<file path="src/inc/msi_vpd_pkg.sv">
/*
 * Constants, field positions, reset values and carrier types for the
 * interrupt-message and product-data capability register bank.
 * Assumes one core clock and an AXI4-Lite master issuing 32-bit accesses.
 */
// How it works
// RULE_01 - Enable bit gates messages versus legacy interrupt.
// RULE_02 - 64-bit address capable bit reads one.
// RULE_03 - Message address is dword aligned, resets zero.
// RULE_04 - Upper message address register, resets zero.
// RULE_05 - Message registers exist only on downstream ports.
// RULE_06 - Product data header identifier reads 03h.
// RULE_07 - Product data next pointer reads 64h.
// RULE_08 - Six-bit table dword address, resets zero.
// RULE_09 - Write enable bit gates table writes.
// RULE_10 - Flag zero starts read, set when done.
// RULE_11 - Flag one starts write, cleared when done.
// RULE_12 - Data register returns last fetched table word.
// RULE_13 - Written data goes into table on write.
// RULE_14 - Product data registers exist only upstream.
// RULE_15 - Vendor header identifier reads 09h.
// RULE_16 - Vendor next pointer reads B0h.
// RULE_17 - Vendor length field reads 34h.
// RULE_18 - Message capability header identifier reads 05h.
// RULE_19 - Enabled interrupt issues write with programmed data.
// RULE_20 - Software waits for flag before next access.
package msi_vpd_pkg;

	// ***********************************************************
	// Register map
	// ***********************************************************
	localparam int AXI_ADDR_W = 8;
	localparam logic [7:0] OFF_MSI_CTRL = 8'h4c;
	localparam logic [7:0] OFF_MSI_ADDR = 8'h50;
	localparam logic [7:0] OFF_MSI_UADDR = 8'h54;
	localparam logic [7:0] OFF_MSI_DATA = 8'h58;
	localparam logic [7:0] OFF_VPD_CTRL = 8'h5c;
	localparam logic [7:0] OFF_PRODUCT_DATA_VALUE = 8'h60;
	localparam logic [7:0] OFF_VENDOR = 8'h64;

	// ***********************************************************
	// Capability headers
	// ***********************************************************
	localparam logic [7:0] CAP_ID_MSI = 8'h05;
	localparam logic [7:0] CAP_ID_VPD = 8'h03;
	localparam logic [7:0] CAP_ID_VENDOR = 8'h09;
	localparam logic [7:0] NEXT_PTR_VENDOR = 8'h64;
	localparam logic [7:0] NEXT_PTR_SSID = 8'hb0;
	localparam logic [15:0] VENDOR_LENGTH = 16'h0034;

	// ***********************************************************
	// Field positions
	// ***********************************************************
	localparam int MSI_EN_BIT = 16;
	localparam int MMC_LSB = 17;
	localparam int MME_LSB = 20;
	localparam int ADDR64_BIT = 23;
	localparam int VPD_ADDR_LSB = 18;
	localparam int VPD_WE_BIT = 30;
	localparam int VPD_OP_BIT = 31;

	// ***********************************************************
	// Reset and fixed values
	// ***********************************************************
	localparam logic RST_MSI_EN = 1'b0;
	localparam logic [2:0] RST_MME = 3'h0;
	localparam logic [2:0] MMC_VALUE = 3'h0;
	localparam logic ADDR64_VALUE = 1'b1;
	localparam logic [29:0] RST_MSI_ADDR = 30'h0000_0000;
	localparam logic [31:0] RST_MSI_UADDR = 32'h0000_0000;
	localparam logic [15:0] RST_MSI_DATA = 16'h0000;
	localparam logic [5:0] RST_VPD_ADDR = 6'h00;
	localparam logic RST_VPD_WE = 1'b0;
	localparam logic RST_VPD_OP = 1'b0;
	localparam logic [31:0] RST_PRODUCT_DATA_VALUE = 32'h0000_0000;
	localparam logic [1:0] RESP_OKAY = 2'h0;
	localparam logic [1:0] RESP_SLVERR = 2'h2;

	// ***********************************************************
	// Types
	// ***********************************************************
	typedef enum logic [1:0] {
		VPD_IDLE = 2'h0,
		VPD_WAIT = 2'h1
	} vpd_state_t;

	typedef struct packed {
		logic req;
		logic write;
		logic [5:0] addr;
		logic [31:0] wdata;
	} eeprom_req_t;

	typedef struct packed {
		logic valid;
		logic [63:0] addr;
		logic [15:0] data;
	} msi_msg_t;

endpackage

</file>
<file path="src/hw/msi_vpd_regs.sv">
/*
 * Capability register bank of one switch port: interrupt-message registers on
 * downstream ports, product-data table access on the upstream port, and the
 * vendor capability header on both, reached over AXI4-Lite.
 * Assumes the table controller, the interrupt source and the bus master all
 * run on aclk, so no input here needs a synchroniser.
 */
`timescale 1ns/10ps
module msi_vpd_regs #(
	parameter bit IS_UPSTREAM = 1'b0
) (
	input wire logic aclk,
	input wire logic aresetn,
	input wire logic ce,
	input wire logic [7:0] s_axi_awaddr,
	input wire logic s_axi_awvalid,
	output logic s_axi_awready,
	input wire logic [31:0] s_axi_wdata,
	input wire logic [3:0] s_axi_wstrb,
	input wire logic s_axi_wvalid,
	output logic s_axi_wready,
	output logic [1:0] s_axi_bresp,
	output logic s_axi_bvalid,
	input wire logic s_axi_bready,
	input wire logic [7:0] s_axi_araddr,
	input wire logic s_axi_arvalid,
	output logic s_axi_arready,
	output logic [31:0] s_axi_rdata,
	output logic [1:0] s_axi_rresp,
	output logic s_axi_rvalid,
	input wire logic s_axi_rready,
	input wire logic irq_event,
	input wire logic irq_clear,
	output logic intx_assert,
	output msi_vpd_pkg::msi_msg_t msi_msg,
	output msi_vpd_pkg::eeprom_req_t ee_req,
	input wire logic ee_ack,
	input wire logic [31:0] ee_rdata
);

	// ***********************************************************
	// Decoding helpers
	// ***********************************************************
	function automatic logic reg_present(input logic [7:0] off);
		logic hit;
		hit = 1'b0;
		case (off)
			msi_vpd_pkg::OFF_MSI_CTRL,
			msi_vpd_pkg::OFF_MSI_ADDR,
			msi_vpd_pkg::OFF_MSI_UADDR,
			msi_vpd_pkg::OFF_MSI_DATA: hit = !IS_UPSTREAM;
			msi_vpd_pkg::OFF_VPD_CTRL,
			msi_vpd_pkg::OFF_PRODUCT_DATA_VALUE: hit = IS_UPSTREAM;
			msi_vpd_pkg::OFF_VENDOR: hit = 1'b1;
			default: hit = 1'b0;
		endcase
		return hit;
	endfunction

	function automatic logic [31:0] merge(input logic [31:0] old, input logic [31:0] nw,
		input logic [3:0] strb);
		logic [31:0] res;
		res = old;
		for (int i = 0; i < 4; i++) begin
			if (strb[i]) begin
				res[i*8 +: 8] = nw[i*8 +: 8];
			end
		end
		return res;
	endfunction

	// ***********************************************************
	// State
	// ***********************************************************
	logic aw_full_r, aw_full_nxt, w_full_r, w_full_nxt;
	logic [7:0] wr_off_r, wr_off_nxt;
	logic [31:0] wr_data_r, wr_data_nxt;
	logic [3:0] wr_strb_r, wr_strb_nxt;
	logic awready_r, awready_nxt, wready_r, wready_nxt;
	logic bvalid_r, bvalid_nxt, arready_r, arready_nxt, rvalid_r, rvalid_nxt;
	logic [1:0] bresp_r, bresp_nxt, rresp_r, rresp_nxt;
	logic [31:0] rdata_r, rdata_nxt;
	logic [7:0] rd_off_r, rd_off_nxt;
	logic do_wr;
	logic [31:0] rd_word, merged;

	logic msi_en_r, msi_en_nxt;
	logic [2:0] mme_r, mme_nxt;
	logic [29:0] msi_addr_r, msi_addr_nxt;
	logic [31:0] msi_uaddr_r, msi_uaddr_nxt;
	logic [15:0] msi_data_r, msi_data_nxt;
	logic intx_r, intx_nxt;
	msi_vpd_pkg::msi_msg_t msi_msg_r, msi_msg_nxt;

	logic [5:0] vpd_addr_r, vpd_addr_nxt;
	logic vpd_we_r, vpd_we_nxt, vpd_op_r, vpd_op_nxt;
	logic [31:0] product_data_value_r, product_data_value_nxt;
	msi_vpd_pkg::vpd_state_t vpd_state_r, vpd_state_nxt;
	msi_vpd_pkg::eeprom_req_t ee_req_r, ee_req_nxt;

	// ***********************************************************
	// Read data mux
	// ***********************************************************
	always_comb begin
		rd_word = 32'h0000_0000;
		case (s_axi_araddr & 8'hfc)
			msi_vpd_pkg::OFF_MSI_CTRL: begin
				rd_word[7:0] = msi_vpd_pkg::CAP_ID_MSI; // RULE_18
				rd_word[15:8] = msi_vpd_pkg::NEXT_PTR_VENDOR;
				rd_word[msi_vpd_pkg::MSI_EN_BIT] = msi_en_r;
				rd_word[msi_vpd_pkg::MMC_LSB +: 3] = msi_vpd_pkg::MMC_VALUE;
				rd_word[msi_vpd_pkg::MME_LSB +: 3] = mme_r;
				rd_word[msi_vpd_pkg::ADDR64_BIT] = msi_vpd_pkg::ADDR64_VALUE; // RULE_02
			end
			msi_vpd_pkg::OFF_MSI_ADDR: rd_word = {msi_addr_r, 2'b00}; // RULE_03
			msi_vpd_pkg::OFF_MSI_UADDR: rd_word = msi_uaddr_r; // RULE_04
			msi_vpd_pkg::OFF_MSI_DATA: rd_word[15:0] = msi_data_r;
			msi_vpd_pkg::OFF_VPD_CTRL: begin
				rd_word[7:0] = msi_vpd_pkg::CAP_ID_VPD; // RULE_06
				rd_word[15:8] = msi_vpd_pkg::NEXT_PTR_VENDOR; // RULE_07
				rd_word[msi_vpd_pkg::VPD_ADDR_LSB +: 6] = vpd_addr_r;
				rd_word[msi_vpd_pkg::VPD_WE_BIT] = vpd_we_r;
				rd_word[msi_vpd_pkg::VPD_OP_BIT] = vpd_op_r;
			end
			msi_vpd_pkg::OFF_PRODUCT_DATA_VALUE: rd_word = product_data_value_r; // RULE_12
			msi_vpd_pkg::OFF_VENDOR: begin
				rd_word[7:0] = msi_vpd_pkg::CAP_ID_VENDOR; // RULE_15
				rd_word[15:8] = msi_vpd_pkg::NEXT_PTR_SSID; // RULE_16
				rd_word[31:16] = msi_vpd_pkg::VENDOR_LENGTH; // RULE_17
			end
			default: rd_word = 32'h0000_0000;
		endcase
		if (!reg_present(s_axi_araddr & 8'hfc)) begin
			rd_word = 32'h0000_0000; // RULE_05 RULE_14
		end
	end

	// ***********************************************************
	// AXI4-Lite channels
	// ***********************************************************
	// A write commits one cycle after both halves are held, which keeps the
	// register update off the bus input paths at the cost of a cycle.
	assign do_wr = aw_full_r && w_full_r && !bvalid_r;

	always_comb begin
		aw_full_nxt = aw_full_r;
		w_full_nxt = w_full_r;
		wr_off_nxt = wr_off_r;
		wr_data_nxt = wr_data_r;
		wr_strb_nxt = wr_strb_r;
		bvalid_nxt = bvalid_r;
		bresp_nxt = bresp_r;
		rvalid_nxt = rvalid_r;
		rresp_nxt = rresp_r;
		rdata_nxt = rdata_r;
		rd_off_nxt = rd_off_r;
		if (s_axi_awvalid && awready_r) begin
			aw_full_nxt = 1'b1;
			wr_off_nxt = s_axi_awaddr & 8'hfc;
		end
		if (s_axi_wvalid && wready_r) begin
			w_full_nxt = 1'b1;
			wr_data_nxt = s_axi_wdata;
			wr_strb_nxt = s_axi_wstrb;
		end
		if (do_wr) begin
			aw_full_nxt = 1'b0;
			w_full_nxt = 1'b0;
			bvalid_nxt = 1'b1;
			bresp_nxt = reg_present(wr_off_r) ? msi_vpd_pkg::RESP_OKAY
				: msi_vpd_pkg::RESP_SLVERR;
		end else if (bvalid_r && s_axi_bready) begin
			bvalid_nxt = 1'b0;
		end
		if (s_axi_arvalid && arready_r) begin
			rvalid_nxt = 1'b1;
			rdata_nxt = rd_word;
			rd_off_nxt = s_axi_araddr & 8'hfc;
			rresp_nxt = reg_present(s_axi_araddr & 8'hfc) ? msi_vpd_pkg::RESP_OKAY
				: msi_vpd_pkg::RESP_SLVERR;
		end else if (rvalid_r && s_axi_rready) begin
			rvalid_nxt = 1'b0;
		end
		awready_nxt = !aw_full_nxt && !bvalid_nxt;
		wready_nxt = !w_full_nxt && !bvalid_nxt;
		arready_nxt = !rvalid_nxt;
	end

	always_ff @(posedge aclk) begin
		if (!aresetn) begin
			aw_full_r <= 1'b0;
			w_full_r <= 1'b0;
			wr_off_r <= 8'h00;
			wr_data_r <= 32'h0000_0000;
			wr_strb_r <= 4'h0;
			awready_r <= 1'b0;
			wready_r <= 1'b0;
			bvalid_r <= 1'b0;
			bresp_r <= msi_vpd_pkg::RESP_OKAY;
			arready_r <= 1'b0;
			rvalid_r <= 1'b0;
			rresp_r <= msi_vpd_pkg::RESP_OKAY;
			rdata_r <= 32'h0000_0000;
			rd_off_r <= 8'h00;
		end else if (ce) begin
			aw_full_r <= aw_full_nxt;
			w_full_r <= w_full_nxt;
			wr_off_r <= wr_off_nxt;
			wr_data_r <= wr_data_nxt;
			wr_strb_r <= wr_strb_nxt;
			awready_r <= awready_nxt;
			wready_r <= wready_nxt;
			bvalid_r <= bvalid_nxt;
			bresp_r <= bresp_nxt;
			arready_r <= arready_nxt;
			rvalid_r <= rvalid_nxt;
			rresp_r <= rresp_nxt;
			rdata_r <= rdata_nxt;
			rd_off_r <= rd_off_nxt;
		end
	end

	// ***********************************************************
	// Register writes, table handshake and interrupt signalling
	// ***********************************************************
	always_comb begin
		msi_en_nxt = msi_en_r;
		mme_nxt = mme_r;
		msi_addr_nxt = msi_addr_r;
		msi_uaddr_nxt = msi_uaddr_r;
		msi_data_nxt = msi_data_r;
		vpd_addr_nxt = vpd_addr_r;
		vpd_we_nxt = vpd_we_r;
		vpd_op_nxt = vpd_op_r;
		product_data_value_nxt = product_data_value_r;
		vpd_state_nxt = vpd_state_r;
		ee_req_nxt = ee_req_r;
		merged = 32'h0000_0000;
		if (do_wr && reg_present(wr_off_r)) begin
			case (wr_off_r)
				msi_vpd_pkg::OFF_MSI_CTRL: begin
					if (wr_strb_r[2]) begin
						msi_en_nxt = wr_data_r[msi_vpd_pkg::MSI_EN_BIT];
						mme_nxt = wr_data_r[msi_vpd_pkg::MME_LSB +: 3];
					end
				end
				msi_vpd_pkg::OFF_MSI_ADDR: begin
					merged = merge({msi_addr_r, 2'b00}, wr_data_r, wr_strb_r);
					msi_addr_nxt = merged[31:2]; // RULE_03
				end
				msi_vpd_pkg::OFF_MSI_UADDR: begin
					msi_uaddr_nxt = merge(msi_uaddr_r, wr_data_r, wr_strb_r); // RULE_04
				end
				msi_vpd_pkg::OFF_MSI_DATA: begin
					merged = merge({16'h0000, msi_data_r}, wr_data_r, wr_strb_r);
					msi_data_nxt = merged[15:0];
				end
				// Table registers are frozen while a cycle is in flight.
				msi_vpd_pkg::OFF_VPD_CTRL: begin
					if (vpd_state_r == msi_vpd_pkg::VPD_IDLE) begin
						if (wr_strb_r[2]) begin
							vpd_addr_nxt = wr_data_r[msi_vpd_pkg::VPD_ADDR_LSB +: 6]; // RULE_08
						end
						if (wr_strb_r[3]) begin
							vpd_we_nxt = wr_data_r[msi_vpd_pkg::VPD_WE_BIT];
							vpd_op_nxt = wr_data_r[msi_vpd_pkg::VPD_OP_BIT];
							if (vpd_op_nxt && !vpd_we_nxt) begin
								vpd_op_nxt = 1'b0; // RULE_09
							end else begin
								vpd_state_nxt = msi_vpd_pkg::VPD_WAIT; // RULE_10
								ee_req_nxt.req = 1'b1;
								ee_req_nxt.write = vpd_op_nxt; // RULE_11
								ee_req_nxt.addr = vpd_addr_nxt;
								ee_req_nxt.wdata = product_data_value_r; // RULE_13
							end
						end
					end
				end
				msi_vpd_pkg::OFF_PRODUCT_DATA_VALUE: begin
					if (vpd_state_r == msi_vpd_pkg::VPD_IDLE) begin
						product_data_value_nxt = merge(product_data_value_r, wr_data_r, wr_strb_r); // RULE_13
					end
				end
				default: merged = 32'h0000_0000;
			endcase
		end
		if (vpd_state_r == msi_vpd_pkg::VPD_WAIT && ee_ack) begin
			vpd_state_nxt = msi_vpd_pkg::VPD_IDLE;
			ee_req_nxt.req = 1'b0;
			if (ee_req_r.write) begin
				vpd_op_nxt = 1'b0; // RULE_11
			end else begin
				vpd_op_nxt = 1'b1; // RULE_10
				product_data_value_nxt = ee_rdata; // RULE_12
			end
		end
		msi_msg_nxt.valid = irq_event && msi_en_r; // RULE_01 RULE_19
		msi_msg_nxt.addr = {msi_uaddr_r, msi_addr_r, 2'b00};
		msi_msg_nxt.data = msi_data_r;
		// A new event beats a simultaneous clear so no interrupt is lost.
		intx_nxt = !msi_en_nxt && ((irq_event && !msi_en_r) || (intx_r && !irq_clear)); // RULE_01
	end

	always_ff @(posedge aclk) begin
		if (!aresetn) begin
			msi_en_r <= msi_vpd_pkg::RST_MSI_EN;
			mme_r <= msi_vpd_pkg::RST_MME;
			msi_addr_r <= msi_vpd_pkg::RST_MSI_ADDR;
			msi_uaddr_r <= msi_vpd_pkg::RST_MSI_UADDR;
			msi_data_r <= msi_vpd_pkg::RST_MSI_DATA;
			intx_r <= 1'b0;
			msi_msg_r <= '0;
			vpd_addr_r <= msi_vpd_pkg::RST_VPD_ADDR;
			vpd_we_r <= msi_vpd_pkg::RST_VPD_WE;
			vpd_op_r <= msi_vpd_pkg::RST_VPD_OP;
			product_data_value_r <= msi_vpd_pkg::RST_PRODUCT_DATA_VALUE;
			vpd_state_r <= msi_vpd_pkg::VPD_IDLE;
			ee_req_r <= '0;
		end else if (ce) begin
			msi_en_r <= msi_en_nxt;
			mme_r <= mme_nxt;
			msi_addr_r <= msi_addr_nxt;
			msi_uaddr_r <= msi_uaddr_nxt;
			msi_data_r <= msi_data_nxt;
			intx_r <= intx_nxt;
			msi_msg_r <= msi_msg_nxt;
			vpd_addr_r <= vpd_addr_nxt;
			vpd_we_r <= vpd_we_nxt;
			vpd_op_r <= vpd_op_nxt;
			product_data_value_r <= product_data_value_nxt;
			vpd_state_r <= vpd_state_nxt;
			ee_req_r <= ee_req_nxt;
		end
	end

	assign s_axi_awready = awready_r;
	assign s_axi_wready = wready_r;
	assign s_axi_bvalid = bvalid_r;
	assign s_axi_bresp = bresp_r;
	assign s_axi_arready = arready_r;
	assign s_axi_rvalid = rvalid_r;
	assign s_axi_rresp = rresp_r;
	assign s_axi_rdata = rdata_r;
	assign intx_assert = intx_r;
	assign msi_msg = msi_msg_r;
	assign ee_req = ee_req_r;
endmodule

</file>
<file path="config.mk">
export PLATFORM = sky130hd
export DESIGN_NAME = msi_vpd_regs
export DESIGN_NICKNAME = d
export VERILOG_FILES = /design/src/inc/msi_vpd_pkg.sv /design/src/hw/msi_vpd_regs.sv
export SDC_FILE = /design/constraint.sdc
export NUM_CORES = 1
export LEC_CHECK = 0
export ABC_AREA = 0
export BUFFER_PORTS_ARGS = -buffer_cell sky130_fd_sc_hd__clkbuf_2
export CELL_PAD_IN_SITES_DETAIL_PLACEMENT = 1
export CELL_PAD_IN_SITES_GLOBAL_PLACEMENT = 1
export CORE_MARGIN = 4
export CORE_UTILIZATION = 37
export DETAILED_ROUTE_END_ITERATION = 12
export GPL_TIMING_DRIVEN = 0
export PLACE_DENSITY = 0.85
export SYNTH_ARGS = -nofsm -noshare
export SYNTH_HDL_FRONTEND = slang
export SYNTH_SLANG_ARGS = --single-unit
</file>
<file path="constraint.sdc">
create_clock -name aclk -period 1.8 [get_ports aclk]
set_input_delay 0.18 -clock aclk [delete_from_list [all_inputs] [get_ports aclk]]
set_output_delay 0.18 -clock aclk [all_outputs]
set_load 0.01 [all_outputs]
</file>
# After elaboration in Yosys (flattened, before gate mapping)
# Index checks and enable logic that the tools add are counted.
[totals] reg_bits=329 latch_bits=0 ramBits=0 mem_bits_ro=0 inputBits=95 out_inout_bits=163 word_cells=160 memories=0
[op_classes] n_addsub=0 mul=0 div=0 order_cmp=0 eq_ne=16 n_shift=0 muxes=52 bitwise=1 n_reduce_logical=53
[ops] operator="two-way mux 40 bit" count=5
[ops] operator="two-way mux 32 bit" count=6
[ops] operator="one-hot mux 16 bit (7 select lines)" count=1
[ops] operator="equality test 6 x 5 -> 1 bit, second input constant" count=14
[ops] operator="AND reduction 4 bit" count=12
[ops] operator="one-hot mux 6 bit (6 select lines)" count=1
[ops] operator="two-way mux 8 bit" count=4
[ops] operator="two-way mux 1 bit" count=23
[ops] operator="one-hot mux 6 bit (3 select lines)" count=1
[ops] operator="logical AND 1 bit" count=16
[ops] operator="two-way mux 2 bit" count=8
[ops] operator="one-hot mux 2 bit (4 select lines)" count=2
[ops] operator="AND reduction 6 bit" count=2
[ops] operator="AND reduction 5 bit" count=2
[ops] operator="OR reduction 5 bit" count=2
[ops] operator="logical NOT 1 bit" count=9
[ops] operator="AND reduction 2 bit" count=4
[ops] operator="nonzero test 2 bit" count=4
[ops] operator="two-way mux 6 bit" count=1
[ops] operator="equality test 2 x 1 -> 1 bit, second input constant" count=1
[ops] operator="logical NOT 2 bit" count=1
[ops] operator="inequality test 2 x 1 -> 1 bit, second input constant" count=1
[ops] operator="logical OR 1 bit" count=1
[ops] operator="inverter 1 bit" count=1

# Depth between registers and ports, before layout
# Gate-level depths: netlist of the first run.
[logic_depth] ltp_word=8 depth_mapped=7 mapped_depth_nobuf=4

# Least setup slack after synthesis of the first run
# No wires, ideal clock.
[synth_path] path_type="flip-flop to flip-flop" startpoint="reg wr_off_r[3]" endpoint="reg msi_addr_r[20]" setup_time_ps=114 t_arrival_ps=1690 required_ps=1686 setup_slack_ps=-3 path_stages_with_launch=8 n_path_buf=3 period_less_slack_ps=1803 cell_sequence="dfxtp_1 > buf_6 > or4b_1 > or4_1 > buf_6 > buf_12 > nand3_2 > o21ai_2"
[synth_between] elab_chain_cells=5 word_cells_on_any_way=9 classes_between="eq/ne (5); mux (1); reduce/logical (3)"
[synth_lines] element="from (decl)" line_no="msi_vpd_regs.sv:76" rtl="logic [7:0] wr_off_r, wr_off_nxt;"
[synth_lines] element="from (signal assigned)" line_no="msi_vpd_regs.sv:208" rtl="wr_off_r <= wr_off_nxt;"
[synth_lines] element="equality test 6 x 5 -> 1 bit (on tied branches)" line_no="msi_vpd_regs.sv:47, msi_vpd_regs.sv:240"
[synth_lines] element="OR reduction 5 bit (no source line)"
[synth_lines] element="two-way mux 1 bit" line_no="msi_vpd_regs.sv:47" rtl="case (off)"
[synth_lines] element="logical AND 1 bit" line_no="msi_vpd_regs.sv:239" rtl="if (do_wr && reg_present(wr_off_r)) begin"
[synth_lines] element="AND reduction 4 bit (no source line) *"
[synth_lines] element="to (signal assigned)" line_no="msi_vpd_regs.sv:308" rtl="msi_addr_r <= msi_vpd_pkg::RST_MSI_ADDR;"
[synth_lines] element="to (signal assigned)" line_no="msi_vpd_regs.sv:322" rtl="msi_addr_r <= msi_addr_nxt;"
[synth_lines] element="to (decl)" line_no="msi_vpd_regs.sv:89" rtl="logic [29:0] msi_addr_r, msi_addr_nxt;"
# Every way passes the cells marked *; elsewhere a longest branch is shown, timed or not.
# A chain may end at the register's enable or synchronous reset.

# Worst setup path after layout of the first run
[layout_path] startpoint="reg wr_off_r[3]" endpoint="reg msi_addr_r[18]"
# Same word-level chain as after synthesis.

==> impl_metrics.env, run 1 <==
export IMPL_die_area_um2=36100
export IMPL_peakVddDrop_mv=0.628
export IMPL_numCtsBuffers=36
export IMPL_crit_start="wr_off_r[3]"
export IMPL_avgViaCountPerCell=5.45
export IMPL_finalPower_mw=15.9
export IMPL_ys_async_sr_fraction_pct=0
export IMPL_die_h_um=190
export IMPL_run_status="finished with violations"
export IMPL_timing_final_setup_violations=8
export IMPL_setup_slack_ns=-0.0514
export IMPL_dp_slack_ns=-0.585
export IMPL_final_util_pct=50.4
export IMPL_start_kind="flop"
export IMPL_crit_chain="or4b_1, or4_4, buf_8, nand3_2, o21ai_2"
export IMPL_wl_mm=50.6
export IMPL_grt_max_degree=15
export IMPL_critPathMaxStageDelay_ns=0.52
export IMPL_vias=11900
export IMPL_insertion_delay_ns=0.52
export IMPL_start_util_pct=37.6
export IMPL_placement_rows=66
export IMPL_cts_htree_levels=2
export IMPL_synth_cell_types=64
export IMPL_num_fill_cells=3745
export IMPL_wl_per_cell_um=23.3
export IMPL_r2r_start="wr_off_r[3]"
export IMPL_place_area_um2=14000
export IMPL_final_cell_area_um2=16400
export IMPL_path_max_fanout=6
export IMPL_total_leakage_power_nw=6.87
export IMPL_critPathKind="flop to flop"
export IMPL_power_density_nw_per_um2=969
export IMPL_area_delta_synth_final_pct=34.2
export IMPL_drc=0
export IMPL_synth_ff_type="dfxtp_1"
export IMPL_tns_ns=-0.260
export IMPL_cts_root_buffer="clkbuf_16"
export IMPL_seq_area_um2=6500
export IMPL_syn_inst=1334
export IMPL_tightest_slew_ns=0.956
export IMPL_fin_skew_ns=0.0113
export IMPL_placedCellCount=2023
export IMPL_rsz0062_at_grt="true"
export IMPL_synth_area_top_cells="dfxtp_1, mux2i_1, nand2_1"
export IMPL_multi_input_area_um2=5420
export IMPL_hpwl_mm=35.2
export IMPL_worst_r2r_setup_slack_ns=-0.05
export IMPL_fin_cells=2174
export IMPL_synth_edf_count=0
export IMPL_cts_tree="built"
export IMPL_final_cell_mix="dfxtp_1, clkbuf_2, nand2_1, nor2_1, mux2i_1"
export IMPL_die_w_um=190
export IMPL_grt_usage_pct=25.9
export IMPL_fin_crit_sh_pct=103
export IMPL_max_cap_violations=0
export IMPL_hold_path_startpoint="irq_event"
export IMPL_netlist_area_leader_share_pct=53.0
export IMPL_crit_path_top_delay_cell="or4b_1"
export IMPL_drtAntennaViolNets=0
export IMPL_final_common_cell="dfxtp_1"
export IMPL_hold_viol=0
export IMPL_yosysWarningCount=0
export IMPL_ioPinCount=258
export IMPL_grt_pass1_vias=12500
export IMPL_cts_sinks=324
export IMPL_cp_arrival_ns=2.25
export IMPL_n_antenna_cell=0
export IMPL_io_buffers=244
export IMPL_violations="negative setup slack"
export IMPL_core_um2=32600
export IMPL_finalMaxSlewViolations=0
export IMPL_syn_area_per_cell_um2=9.18
export IMPL_clk_pin_slew_ns=0.06
export IMPL_first_pass_iters=8
export IMPL_gp_congestion=0.915
export IMPL_gr_total_overflow=0
export IMPL_nNetsFinal=1802
export IMPL_antenna_found_initial=1
export IMPL_synth_area_leader_cell="dfxtp_1"
export IMPL_yosysSeqAreaShare_pct=53.0
export IMPL_drtIter0Drc=1050
export IMPL_hold_class="input port to flop"
export IMPL_slew_headroom_pct=36.3
export IMPL_ys_ff_latch=324
export IMPL_fin_crit_ns=1.85
export IMPL_synth_area_um2=12200
export IMPL_drive_gt1_share_pct=24.4
export IMPL_fmax_ghz=0.540
export IMPL_hold_slack_ns=0.0466
export IMPL_cts_buffer_depth=3
export IMPL_endpoint_kind="flop"
export IMPL_cp_required_ns=2.20
export IMPL_grt_pass1_wl_mm=73.3
-- area by class of cell --
type | instances | share of cell area (%)
clock inverters | 11 | 1.13
repair buffers | 341 | 13.5
well taps | 442 | 3.36
inverters | 9 | 0.206
flip-flops and latches | 324 | 39.5
clock buffers | 52 | 6.40
multi-input cells | 897 | 33.0
plain buffers | 98 | 2.88
-- kinds of logic after synthesis --
kind of cell	after synthesis	synth area share, %
buffers and inverters	116	4.15
muxes	124	10.2
and+or+nand+nor	530	20.4
DFF	324	53.0
AOI/OAI and AO/OA	237	12.1
other	1	0.0306
xor gates and xnor gates	2	0.143
-- path summary, 6_finish.rpt --
| kind | to | depth (start not counted) |
|---|---|---|
| worst min register to register | vpd_we_r | 1 |
| worst max-delay path | msi_addr_r[18] | 5 |
| worst min-delay path | msi_msg[80] | 3 |
| worst max register to register | msi_addr_r[18] | 5 |
-- worst max-delay path, delay by kind of cell (launching register included) --
kind,cells,cell delay [ns]
simple gates,3,1.13
flops,1,0.34
buf+inv,1,0.19
compound gates,1,0.08
-- synth_stat cells, types with 3 or more instances --
cell	number
nand4bb_1	3
nand3b_1	7
nand3_1	54
mux2_2	5
mux2i_1	119
o21ai_2	8
a221oi_1	21
nor2_1	137
nand4_1	3
a2111oi_0	4
o21ai_1	13
or4_1	3
buf_2	17
clkbuf_1	70
a211oi_1	4
nor3_1	16
and2_1	49
inv_1	9
dfxtp_1	324
a211o_1	3
a31o_2	12
a22oi_1	8
buf_4	5
buf_1	11
nand2b_1	10
and3_1	20
nand2_1	201
o2bb2ai_1	7
o21ai_0	46
nor2b_1	5
a21oi_1	92
-- layer usage --
| layer | vias to the layer above | share of wire [%] | routed length (um) | track usage (%) |
|---|---|---|---|---|
| met5 | - | 0.024 | 12 | 0 |
| met4 | 2 | 4.4 | 2220 | 9.65 |
| met3 | 134 | 7.7 | 3890 | 4.61 |
| met2 | 585 | 48 | 24100 | 44.0 |
| met1 | 5803 | 40 | 20400 | 32.9 |
| li1 | 5329 | - | - | - |
-- registers in the layout (all words and copies together), names as in the netlist, 3 cells and up --
name                  cells
msi_msg                  79
vpd_addr_r                6
msi_data_r               16
s_axi_rdata              32
msi_uaddr_r              32
mme_r                     3
product_data_value_r     30
wr_off_r                  6
wr_data_r                32
msi_addr_r               30
ee_req                   40
wr_strb_r                 4
-- power by group --
part           switching [mW]  internal, mW  leakage (nW)
Combinational           0.557         0.354          3.65
Clock                    2.99          4.77         0.602
Sequential             0.0448          7.22          2.62
-- timing repair --
item / CTS / global route
endpoints found under the hold margin: 77 / 0
pin swaps: 8 / 3
hold buffers: 77 / 0
endpoints found under the setup margin: 106 / 104
gates resized for setup: 28 / 58
gates cloned: 1 / 1
setup buffers: 11 / 7
(Power assumes the default switching activity.)
==> run 2: changes to the inputs <==
- PLACE_DENSITY: 0.85 -> unset
- PLACE_DENSITY_LB_ADDON: unset -> 0.1
==> run 2 against run 1 <==
The flow now finishes without violations. Total power shrank 2.4%. Via count is 6.7% lower. Die area unchanged. Sequential power about the same. Combinational power down 3.7%. Critical endpoint is now msi_addr_r[16].
==> impl_metrics.env, run 2 (synthesis gave the netlist of run 1 again) <==
export IMPL_run_status="finished, final reports clean"
export IMPL_slew_headroom_pct=36.3
export IMPL_cts_buffer_depth=3
export IMPL_drive_gt1_share_pct=24.0
export IMPL_hold_path_depth=4
export IMPL_worst_r2r_setup_slack_ns=0.04
export IMPL_largest_reg_flops=79
export IMPL_wl_per_cell_um=21.0
export IMPL_cts_tree="built"
export IMPL_setup_slack_ns=0.0355
export IMPL_start_kind="flop"
export IMPL_finalPower_mw=15.6
export IMPL_clk_pin_slew_ns=0.06
export IMPL_peakVddDrop_mv=0.570
export IMPL_cts_root_buffer="clkbuf_16"
export IMPL_area_delta_synth_final_pct=32.7
export IMPL_worstRegToRegCells=5
export IMPL_path_max_fanout=6
export IMPL_placedCellCount=2023
export IMPL_fin_crit_sh_pct=98.0
export IMPL_placement_rows=66
export IMPL_fmax_ghz=0.567
export IMPL_gp_congestion=0.881
export IMPL_avgViaCountPerCell=5.09
export IMPL_hold_end="s_axi_rvalid"
export IMPL_hold_class="input port to flop"
export IMPL_fin_skew_ns=0.0113
export IMPL_critPathKind="flop to flop"
export IMPL_max_cap_violations=0
export IMPL_dp_slack_ns=-0.884
export IMPL_final_cell_mix="dfxtp_1, clkbuf_2, nand2_1, nor2_1, mux2i_1"
export IMPL_grt_usage_pct=24.5
export IMPL_ioPinCount=258
export IMPL_rsz0062_at_grt="true"
export IMPL_cp_required_ns=2.21
export IMPL_vias=11100
export IMPL_fin_cells=2173
export IMPL_grt_pass1_wl_mm=68.3
export IMPL_core_um2=32600
export IMPL_die_area_um2=36100
export IMPL_io_buffers=244
export IMPL_first_pass_iters=5
export IMPL_cts_sinks=324
export IMPL_endpoint_kind="flop"
export IMPL_die_h_um=190
export IMPL_total_leakage_power_nw=6.81
export IMPL_power_density_nw_per_um2=956
export IMPL_nNetsFinal=1802
export IMPL_crit_start="wr_off_r[3]"
export IMPL_final_common_cell="dfxtp_1"
export IMPL_hold_viol=0
export IMPL_grt_pass1_vias=11400
export IMPL_drc=0
export IMPL_drtAntennaViolNets=0
export IMPL_cts_htree_levels=2
export IMPL_r2r_start="wr_off_r[3]"
export IMPL_hold_path_startpoint="s_axi_rready"
export IMPL_grt_max_degree=13
export IMPL_fin_crit_ns=1.76
export IMPL_cp_arrival_ns=2.18
export IMPL_gr_total_overflow=0
export IMPL_wl_mm=45.7
export IMPL_hold_slack_ns=0.0261
export IMPL_antenna_found_initial=0
export IMPL_insertion_delay_ns=0.52
export IMPL_hpwl_mm=34.2
export IMPL_drtIter0Drc=577
export IMPL_r2r_end="msi_addr_r[16]"
export IMPL_tightest_slew_ns=0.955
export IMPL_timing_final_setup_violations=0
export IMPL_start_util_pct=37.6
export IMPL_finalMaxSlewViolations=0
export IMPL_numCtsBuffers=37
export IMPL_n_antenna_cell=0
export IMPL_die_w_um=190
[run 2: repair_timing]
action,in CTS,in global routing
endpoints found under the setup margin,123,79
buffers inserted,11,8
endpoints found under the hold margin,76,0
cloned,1,0
hold buffers,76,0
gates resized for setup,22,38
pin swaps,7,2
[run 2: power breakdown]
group / internal (mW) / switching [mW]
logic: 0.350 / 0.527
clock network: 4.47 / 2.94
registers: 7.22 / 0.0466
total: 12.0 / 3.52
[run 2: worst max-delay path, stage by stage (launching register included)]
cell     delay (ns)
dfxtp_4        0.35
or4b_1         0.49
or4_4          0.51
buf_6          0.18
nand3_2        0.07
o21ai_2        0.06
[run 2: area by class of cell]
| type | instances | area [um2] |
|---|---|---|
| buffer | 98 | 449 |
| clock buffer | 58 | 1140 |
| timing repair buffer | 340 | 2170 |
| multi-input combinational | 897 | 5360 |
| fill | 3807 | 16400 |
| clock inverter | 5 | 56.3 |
| sequential | 324 | 6500 |
| tap | 442 | 553 |
| inverter | 9 | 33.8 |
[run 2: worst max-delay path by stage]
stage,endpoint,depth (start not counted),slack (ns)
after floorplan,msi_addr_r[20],7,-0.003
after global placement,msi_data_r[3],5,-0.82
after detailed placement,msi_data_r[3],5,-0.88
after CTS,msi_addr_r[16],6,-0.04
after global routing,msi_addr_r[18],5,-0.02
final,msi_addr_r[16],5,0.04
[run 2: per-stage QoR]
step | TNS [ns] | instance area, um2 | utilization [%]
2_1_floorplan | -0.00638 | 12300 | -
3_5_place_dp | -116.56 | 14000 | 43.0
6_report | 0 | 16300 | 49.8
5_1_grt | -0.0737 | 16300 | 49.8
3_3_place_gp | -102.36 | 14000 | 43.0
4_1_cts | -0.247 | 16100 | 49.5
[run 2: routing by layer]
metal	share of wire (%)	track usage (%)	up-vias
met4	2.2	6.32	0
met1	48	34.6	5332
met2	44	39.1	329
met5	0	0	-
met3	5.6	4.17	57
li1	-	-	5335
